==> src/rtl/irq_ctrl_pkg.sv <==
// shared constants and types for the eight-source interrupt controller
package irq_ctrl_pkg;
   localparam int unsigned NUM_REQ = 8;
   localparam int unsigned VEC_W   = 3;
   localparam int unsigned ADDR_W  = 8;
   localparam int unsigned DATA_W  = 8;

   // register offsets, standard byte lanes
   localparam logic [7:0] OFF_TOP_PRIORITY_VECTOR   = 8'h00D0;
   localparam logic [7:0] OFF_PENDING_REQUEST_LATCH = 8'h00D1;
   localparam logic [7:0] OFF_SENSE_SELECT          = 8'h00D2;
   localparam logic [7:0] OFF_ENABLE_BITS           = 8'h00D3;
   localparam logic [7:0] OFF_PENDING_CLEAR_ON_READ = 8'h00D4;
   // register offsets, swapped byte lanes
   localparam logic [7:0] SW_OFF_PENDING_REQUEST_LATCH = 8'h00D0;
   localparam logic [7:0] SW_OFF_TOP_PRIORITY_VECTOR   = 8'h00D1;
   localparam logic [7:0] SW_OFF_ENABLE_BITS           = 8'h00D2;
   localparam logic [7:0] SW_OFF_SENSE_SELECT          = 8'h00D3;
   localparam logic [7:0] SW_OFF_PENDING_CLEAR_ON_READ = 8'h00D5;

   // reset values
   localparam logic [7:0] RST_SENSE_SELECT = 8'h0000;
   localparam logic [7:0] RST_ENABLE_BITS  = 8'h0000;
   localparam logic [7:0] RST_PENDING      = 8'h0000;
   localparam logic [7:0] RST_RDATA        = 8'h0000;
   // priority vector field position
   localparam int unsigned VEC_LSB = 0;

   // host access strobe group
   typedef struct packed {
      logic       rd;
      logic       wr;
      logic [7:0] addr;
      logic [7:0] wdata;
   } host_req_t;

   // one interrupt macrocell configuration
   typedef struct packed {
      logic pol_a;    // invert first product term
      logic pol_b;    // invert second product term
      logic use_reg;  // registered output when set
   } cell_cfg_t;
endpackage

==> src/rtl/irq_cell.sv <==
// one interrupt macrocell: two product terms, polarity, comb or registered
`timescale 1ns/1ps
`default_nettype none
module irq_cell (
   input  wire logic                   ref_clk,  // system clock
   input  wire logic                   nrst,     // async reset, active low
   input  wire logic                   term_a,   // first product term
   input  wire logic                   term_b,   // second product term
   input  wire irq_ctrl_pkg::cell_cfg_t cfg,     // polarity and mode
   output      logic                   cell_out  // request to controller
);
   logic pa;
   logic pb;
   logic sum_w;
   logic q_reg;

   // programmable polarity then or of both terms
   assign pa    = term_a ^ cfg.pol_a;
   assign pb    = term_b ^ cfg.pol_b;
   assign sum_w = pa | pb;

   // register mode flop
   always_ff @(posedge ref_clk or negedge nrst) begin
      if (!nrst) q_reg <= 1'b0;
      else       q_reg <= sum_w;
   end

   // mode select
   assign cell_out = cfg.use_reg ? q_reg : sum_w;
endmodule // irq_cell
`default_nettype wire

==> src/rtl/irq_ctrl.sv <==
// eight-source interrupt controller with host register port
`timescale 1ns/1ps
`default_nettype none
module irq_ctrl #(
   parameter int unsigned NUM_REQ = irq_ctrl_pkg::NUM_REQ  // request count
) (
   input  wire logic                    ref_clk,          // 250 MHz clock
   input  wire logic                    nrst,             // async reset, low
   input  wire logic                    io_region_select, // host chip select
   input  wire irq_ctrl_pkg::host_req_t host,             // host strobes
   input  wire logic                    swap_lanes,       // 16-bit swapped map
   output      logic [7:0]              rdata,            // read data
   input  wire logic [3:0]              terminal_count,   // timer tc outputs
   input  wire logic                    pterm_to_req_a,   // product term a
   input  wire logic                    pterm_to_req_b,   // product term b
   input  wire logic [1:0]              cell_terms_a,     // cell a terms
   input  wire logic [1:0]              cell_terms_b,     // cell b terms
   input  wire irq_ctrl_pkg::cell_cfg_t cell_cfg_a,       // cell a config
   input  wire irq_ctrl_pkg::cell_cfg_t cell_cfg_b,       // cell b config
   input  wire logic                    port_e_bit2_sel,  // pin special func
   output      logic                    global_irq_to_logic, // to array
   output      logic                    global_irq_pin,   // port e bit 2
   output      logic [7:0]              pending_view      // pending latch
);
   // elaboration check: register map fixed at eight bits
   if (NUM_REQ != 8) begin : g_bad_num
      $error("irq_ctrl supports exactly eight requests");
   end

   logic       cell_request_a;
   logic       cell_request_b;
   logic [7:0] req_in;
   logic [7:0] req_prev_reg;
   logic [7:0] sense_select_reg;
   logic [7:0] enable_bits_reg;
   logic [7:0] pending_reg;
   logic [7:0] pending_next;
   logic [7:0] rdata_next;
   logic       global_next;

   // macrocells feeding inputs six and seven
   irq_cell u_cell_a (
      .ref_clk  (ref_clk),
      .nrst     (nrst),
      .term_a   (cell_terms_a[0]),
      .term_b   (cell_terms_a[1]),
      .cfg      (cell_cfg_a),
      .cell_out (cell_request_a)
   );

   irq_cell u_cell_b (
      .ref_clk  (ref_clk),
      .nrst     (nrst),
      .term_a   (cell_terms_b[0]),
      .term_b   (cell_terms_b[1]),
      .cfg      (cell_cfg_b),
      .cell_out (cell_request_b)
   );

   // request vector; external events only via the array inputs
   assign req_in = {cell_request_b, cell_request_a,
                    pterm_to_req_b, pterm_to_req_a,
                    terminal_count};

   // address decode for both lane orders
   wire acc       = io_region_select;
   wire sel_vec   = acc & (swap_lanes ?
      host.addr == irq_ctrl_pkg::SW_OFF_TOP_PRIORITY_VECTOR :
      host.addr == irq_ctrl_pkg::OFF_TOP_PRIORITY_VECTOR);
   wire sel_latch = acc & (swap_lanes ?
      host.addr == irq_ctrl_pkg::SW_OFF_PENDING_REQUEST_LATCH :
      host.addr == irq_ctrl_pkg::OFF_PENDING_REQUEST_LATCH);
   wire sel_sense = acc & (swap_lanes ?
      host.addr == irq_ctrl_pkg::SW_OFF_SENSE_SELECT :
      host.addr == irq_ctrl_pkg::OFF_SENSE_SELECT);
   wire sel_en    = acc & (swap_lanes ?
      host.addr == irq_ctrl_pkg::SW_OFF_ENABLE_BITS :
      host.addr == irq_ctrl_pkg::OFF_ENABLE_BITS);
   wire sel_clr   = acc & (swap_lanes ?
      host.addr == irq_ctrl_pkg::SW_OFF_PENDING_CLEAR_ON_READ :
      host.addr == irq_ctrl_pkg::OFF_PENDING_CLEAR_ON_READ);

   // rising edge or level per sense bit, gated by enable
   wire [7:0] edge_w  = req_in & ~req_prev_reg;
   wire [7:0] hit_w   = (sense_select_reg & req_in) |
                        (~sense_select_reg & edge_w);
   wire [7:0] set_w   = hit_w & enable_bits_reg;
   wire [7:0] active_w = pending_reg & enable_bits_reg;

   // priority encoder, seven wins
   logic [2:0] top_w;
   logic       any_w;
   always_comb begin
      top_w = 3'h0;
      any_w = 1'b0;
      for (int i = 0; i < 8; i++) begin
         if (active_w[i]) begin
            top_w = 3'(i);
            any_w = 1'b1;
         end
      end
   end

   wire [7:0] top_onehot = any_w ? (8'h0001 << top_w) : 8'h0000;

   // clears from host reads; edge-sensed bits only for clear-on-read
   wire rd_vec = host.rd & sel_vec;
   wire rd_clr = host.rd & sel_clr;
   wire [7:0] clr_w = (rd_clr ? ~sense_select_reg : 8'h0000)
                    | (rd_vec ? top_onehot : 8'h0000);

   // pending next: new set wins over a same-cycle clear
   assign pending_next = (pending_reg & ~clr_w) | set_w;

   // read mux; reserved and unmapped read zero
   always_comb begin
      rdata_next = irq_ctrl_pkg::RST_RDATA;
      if (host.rd) begin
         if (sel_vec)
            rdata_next = {5'h00, top_w};
         else if (sel_latch)
            rdata_next = pending_reg;
         else if (sel_sense)
            rdata_next = sense_select_reg;
         else if (sel_en)
            rdata_next = enable_bits_reg;
         else if (sel_clr)
            rdata_next = pending_reg;
      end
   end

   // global interrupt level
   assign global_next = |(pending_next & enable_bits_reg);

   // previous input sample for edge detection
   always_ff @(posedge ref_clk or negedge nrst) begin
      if (!nrst) req_prev_reg <= 8'h0000;
      else       req_prev_reg <= req_in;
   end

   // configuration registers; clear-on-read ignores writes
   always_ff @(posedge ref_clk or negedge nrst) begin
      if (!nrst) begin
         sense_select_reg <= irq_ctrl_pkg::RST_SENSE_SELECT;
         enable_bits_reg  <= irq_ctrl_pkg::RST_ENABLE_BITS;
      end else if (host.wr) begin
         if (sel_sense) sense_select_reg <= host.wdata;
         if (sel_en)    enable_bits_reg  <= host.wdata;
      end
   end

   // pending latch
   always_ff @(posedge ref_clk or negedge nrst) begin
      if (!nrst) pending_reg <= irq_ctrl_pkg::RST_PENDING;
      else       pending_reg <= pending_next;
   end

   // registered outputs
   always_ff @(posedge ref_clk or negedge nrst) begin
      if (!nrst) begin
         rdata               <= irq_ctrl_pkg::RST_RDATA;
         global_irq_to_logic <= 1'b0;
         global_irq_pin      <= 1'b0;
         pending_view        <= irq_ctrl_pkg::RST_PENDING;
      end else begin
         rdata               <= rdata_next;
         global_irq_to_logic <= global_next;
         global_irq_pin      <= global_next & port_e_bit2_sel;
         pending_view        <= pending_next;
      end
   end
endmodule // irq_ctrl
`default_nettype wire

==> config.mk <==
export PLATFORM = sky130hd
export DESIGN_NAME = irq_ctrl
export DESIGN_NICKNAME = d
export VERILOG_FILES = /design/src/rtl/irq_ctrl_pkg.sv /design/src/rtl/irq_cell.sv /design/src/rtl/irq_ctrl.sv
export SDC_FILE = /design/constraint.sdc
export NUM_CORES = 1
export LEC_CHECK = 0
export ABC_AREA = 0
export BUFFER_PORTS_ARGS = -buffer_cell sky130_fd_sc_hd__buf_2
export CAP_MARGIN = 0
export CORE_MARGIN = 10
export CORE_UTILIZATION = 45
export CTS_CLUSTER_SIZE = 10
export DETAILED_ROUTE_END_ITERATION = 10
export HOLD_SLACK_MARGIN = 0.12
export PLACE_DENSITY = 0.74
export SYNTH_ARGS = -nofsm -noshare
export SYNTH_HDL_FRONTEND = slang
export SYNTH_HIERARCHICAL = 1
export SYNTH_SLANG_ARGS = --single-unit
==> constraint.sdc <==
create_clock -name ref_clk -period 2.3 [get_ports ref_clk]
set_clock_uncertainty 0.1 [all_clocks]
set_input_delay 0.46 -clock ref_clk [delete_from_list [all_inputs] [get_ports ref_clk]]
set_output_delay 0.46 -clock ref_clk [all_outputs]
set_load 0.1 [all_outputs]
=== Word level (Yosys, flattened, before mapping) ===
Cells that the tools add are included.

* Register bits: 44
* Bits of input ports: 39
* Logic and storage cells: 77

* Equality and inequality tests: 6
* Shift-type cells: 1
* Multiplexer cells: 31
* Bitwise logic cells: 27
* Reductions and logical operators: 3

{| class="wikitable"
|+ Operator list
! operator !! number
|-
| 8-bit 2-to-1 mux || 9
|-
| 8-bit bitwise AND || 7
|-
| 8-bit == test (second input constant) || 6
|-
| 8-bit inverter || 3
|-
| 8-bit bitwise OR || 3
|-
| 1-bit 2-to-1 mux || 16
|-
| 3-bit 2-to-1 mux || 4
|-
| 1-bit bitwise AND || 8
|-
| 8-bit OR reduction || 1
|-
| 1-bit by 3-bit << shifter with 8-bit output (first input constant) || 1
|-
| 2-bit 2-to-1 mux || 2
|-
| 2-bit AND reduction || 2
|-
| 1-bit XOR || 4
|-
| 1-bit bitwise OR || 2
|}

=== Logic depth before layout (Yosys ltp) ===
* Depth in word-level cells: 18
* Gate-level depth with buffers: 6
* Gate-level depth less buffers: 6

=== Modules after synthesis ===
Netlist, hierarchy kept.

{| class="wikitable"
|+ Modules (own cells, without submodules)
! module !! times used !! cells an instance !! area an instance (um^2)
|-
| irq_ctrl || 1 || 200 || 2044.5
|-
| irq_cell || 2 || 7 || 62.6
|}

=== Worst setup path before layout ===
OpenSTA, ideal clock, no wires.

* Kind: reg-to-reg
* Start: reg, netlist name pending_view[7]
* End: reg global_irq_pin
* Library setup time: 0.142 ns
* Data arrival time: 2.101 ns
* Required time: 2.058 ns
* Setup slack: -0.043 ns
* Stages on the path, launching flop included: 7
* Buffers on the path: 0
* Clock period less this slack: 2.343 ns
* Cells stage by stage: dfrtp_1 -> a22oi_1 -> nand3_1 -> or4b_1 -> a21boi_1 -> a22oi_2 -> a41oi_1

{| class="wikitable"
|+ RTL lines
! element !! line !! RTL
|-
| to (signal assigned) || irq_ctrl.sv:168 || <nowiki>global_irq_pin <= global_next & port_e_bit2_sel;</nowiki>
|-
| to (decl) || irq_ctrl.sv:22 || <nowiki>output logic global_irq_pin,</nowiki>
|}

=== Final worst setup path ===
* Start: in host[11] in the netlist's numbering
* End: reg global_irq_pin

* Cells in the longest elaborated chain, start to end: 12
* Elaborated cells between the ends (all ways): 19
* Those cells by class: 4 x eq/ne; 4 x mux; 10 x bitwise; 1 x reduce/logical

{| class="wikitable"
|+ RTL lines
! element !! line !! RTL
|-
| from (decl) || irq_ctrl.sv:10 || <nowiki>input wire irq_ctrl_pkg::host_req_t host,</nowiki>
|-
| 8-bit == test (on tied branches) || - ||
|-
| 1-bit 2-to-1 mux (on tied branches) || irq_ctrl.sv:79, irq_ctrl.sv:67 ||
|-
| 1-bit bitwise AND (on tied branches) || irq_ctrl.sv:79, irq_ctrl.sv:67 ||
|-
| 1-bit bitwise AND (on tied branches) || irq_ctrl.sv:108, irq_ctrl.sv:107 ||
|-
| 8-bit 2-to-1 mux (on tied branches) || irq_ctrl.sv:109, irq_ctrl.sv:110 ||
|-
| 8-bit bitwise OR (*) || irq_ctrl.sv:110 || <nowiki>| (rd_vec ? top_onehot : 8'h0000);</nowiki>
|-
| 8-bit inverter (*) || irq_ctrl.sv:113 || <nowiki>assign pending_next = (pending_reg & ~clr_w) | set_w;</nowiki>
|-
| 8-bit bitwise AND (*) || irq_ctrl.sv:113 ||
|-
| 8-bit bitwise OR (*) || irq_ctrl.sv:113 ||
|-
| 8-bit bitwise AND (*) || irq_ctrl.sv:133 || <nowiki>assign global_next = |(pending_next & enable_bits_reg);</nowiki>
|-
| 8-bit OR reduction (*) || irq_ctrl.sv:133 ||
|-
| 1-bit bitwise AND (*) || irq_ctrl.sv:168 ||
|}

Mark *: on every way between the ends. The rest lies on a longest branch, timed or not.
A chain may end at the register's enable or synchronous reset.

==> impl_metrics.csv <==
group,metric,value,unit
setup_path,cp.required,2.37,ns
floorplanning,fp.coreArea,4690,um^2
detailed_routing,routed_wl,6000,um
grt,grt_pass1_vias,2076,
place,globalplace.congestion,0.941,
detailed_routing,ant_nets,0,
detailed_routing,num_vias,1982,
grt,grt_max_degree,45,
detailed_routing,remaining_drc_errors,0,
floorplanning,ios,57,
logic_synthesis,postSynthAreaPerCell,10.1,um^2
setup_path,critPathMaxFanout,4,
setup_path,rr_startpoint,"pending_view[7]",
setup_path,critical-path-slowest-cell,"nor4bb_1",
logic_synthesis,synth_common_cells,"dfrtp_1, nand2_1, a21oi_1",
timing,final.period_utilization,0.912,
timing,rsz0062_at_grt,"no",
place,dp_slack,-0.0529,ns
layout,fin_nets,335,
timing,setup_violations,0,
logic_synthesis,ys_ff_latch,44,
setup_path,rr_worst_depth,6,
grt,grt.overflow.total,0,
floorplanning,die_x,89.4,um
job,cap_violations,0,
detailed_routing,first_pass_iters,4,
logic_synthesis,synth.distinct_cells,40,
logic_synthesis,ys_top_cells_by_area,"dfrtp_1, mux2_2, nand2_1",
place,port_buffers,56,
setup_path,endpoint_kind,"register",
logic_synthesis,syn_nets,253,
place,hpwl,4760,um
timing,maxSlewViolCount,0,
clock_tree,cts_sinks,44,
logic_synthesis,syn-instance-count,214,
grt,grt_pass1_wl,9910,um
layout,filler_cell_count,423,
logic_synthesis,yosysTopAreaCell,"dfrtp_1",
hold_path,min-delay-path-class,"primary input to async pin",
clock_tree,cts_tree,"done",
timing,max_slew_margin,0.607,
setup_path,start_kind,"primary input",
clock_tree,cts_resized,0,
floorplanning,start_util,0.462,
timing,hold_ws,0.126,ns
pwr,power.density,658,nW/um^2
setup_path,cpMostUsedCell,"o21ai_0",
setup_path,crit_type,"primary input to register",
layout,drive_above_1_share,0.367,
timing,max_freq,477,MHz
detailed_routing,via_per_inst,5.65,
logic_synthesis,yosysSeqAreaShare,0.507,
logic_synthesis,async_flop_share,1.00,
clock_tree,cts_setup_buffers,0,
clock_tree,postCtsHoldBufs,0,
clock_tree,cts_buffers,5,
setup_path,r2r_slack,0.26,ns
floorplanning,die-area,8000,um^2
setup_path,crit_start,"host[11]",
logic_synthesis,syn_area,2170,um^2
setup_path,max_stage_delay,0.45,ns
clock_tree,clkTransAtPathRegs,0.09,ns
clock_tree,clockBufferDepth,2,
layout,diodes,0,
clock_tree,clockRootBuffer,"clkbuf_8",
setup_path,path_cells,"buf_2 > nor4bb_1 > nand4_1 > o21ai_0 > o21ai_0 > a211oi_1 > a41oi_1",
layout,multi_input_area,1010,um^2
timing,setup_ws,0.202,ns
outcome,outcome,"finished, final reports clean",
clock_tree,clk_latency,0.29,ns
floorplanning,rows,25,
logic_synthesis,yosysTopAreaCellShare,0.507,
logic_synthesis,synth_edf_count,0,
grt,antenna_found_initial,0,
setup_path,cp.arrival,2.16,ns
pwr,ir_worst_vdd,365,uV
setup_path,crit_end,"global_irq_pin",
setup_path,r2r-end,"global_irq_pin",
grt,grt_use_total,0.159,
timing,tightest_slew,0.583,ns
layout,ff_latch_area,1110,um^2
pwr,cellLeakagePower,1.38,nW
floorplanning,fp.dieH,89.4,um
detailed_routing,drtIter0Drc,142,
detailed_routing,post_drt_wl_per_cell,17.1,um
clock_tree,htreeDepth,2,
layout,area_growth,27.7,%
logic_synthesis,ys.warnings.count,6,
timing,hold_viol,0,
logic_synthesis,synth_most_common_cell,"dfrtp_1",
logic_synthesis,yosys_most_used_dff,"dfrtp_1",
timing,period_minus_slack,2.10,ns
-- layout by cell type (no fill, tap or decap), types with 5 or more instances in the layout --
master and instances:
buf_2 56, dfrtp_1 40, nand2_1 34, buf_4 21, a21oi_1 17, mux2_2 16, o21ai_0 13, inv_1 13
o211ai_1 9, nand3_1 7, nor2_1 6, clkbuf_8 6, and3_1 5, xnor2_1 5
-- critical path: cells and delay by family --
family / cells / cell delay [ns]
buffers and inverters: 1 / 0.13
AND/OR/NAND/NOR: 2 / 0.73
AO/OA/AOI/OAI: 4 / 0.86
-- layout make-up --
class | instances | share of cell area
flip-flops and latches | 44 | 0.399
multi-input cells | 155 | 0.365
repair buffers | 77 | 0.158
clock buffers | 6 | 0.0298
well taps | 54 | 0.0244
inverters | 13 | 0.0176
clock inverters | 2 | 0.00542
-- worst min path at each step --
stage	start	endpoint	slack [ns]	depth (start not counted)
finish	nrst	u_cell_b/q_reg	0.13	2
global route	terminal_count[0]	req_prev_reg[0]	0.17	1
CTS	nrst	u_cell_b/q_reg	0.15	2
detailed placement	pending_view[3]	pending_view[3]	0.44	2
global placement	pending_view[3]	pending_view[3]	0.44	2
floorplan	nrst	enable_bits_reg[0]	0.06	0
-- metal layers --
layer	vias up	global-route usage	wire, um
li1	948	-	-
met1	928	0.200	2560
met2	96	0.265	2840
met3	10	0.0365	501
met4	0	0.0448	91
met5	-	0	0
-- through the flow --
stage / power, mW / util / setup TNS [ns] / cell area, um^2 / std cells
after floorplan: 1.18 / - / 0 / 2170 / 214
after global placement: 1.33 / 0.570 / -0.0352 / 2670 / 343
after detailed placement: 1.33 / 0.570 / -0.0869 / 2670 / 343
after CTS: 1.84 / 0.590 / 0 / 2770 / 351
after global routing: 1.90 / 0.590 / 0 / 2770 / 351
final: 1.82 / 0.590 / 0 / 2770 / 351
-- logic make-up (layout without fill, tap and decap cells) --
group | count (synthesis) | count (layout) | synth area share
DFF | 44 | 44 | 0.507
xor gates and xnor gates | 7 | 7 | 0.0317
AOI/OAI and AO/OA | 59 | 59 | 0.172
muxes | 17 | 17 | 0.0877
and+or+nand+nor | 72 | 72 | 0.175
buffers and inverters | 15 | 98 | 0.0260
-- where the power goes --
group / internal (mW) / switching, mW
clock network: 0.243 / 0.264
logic: 0.107 / 0.332
registers: 0.825 / 0.0517
(Power assumes the default switching activity.)
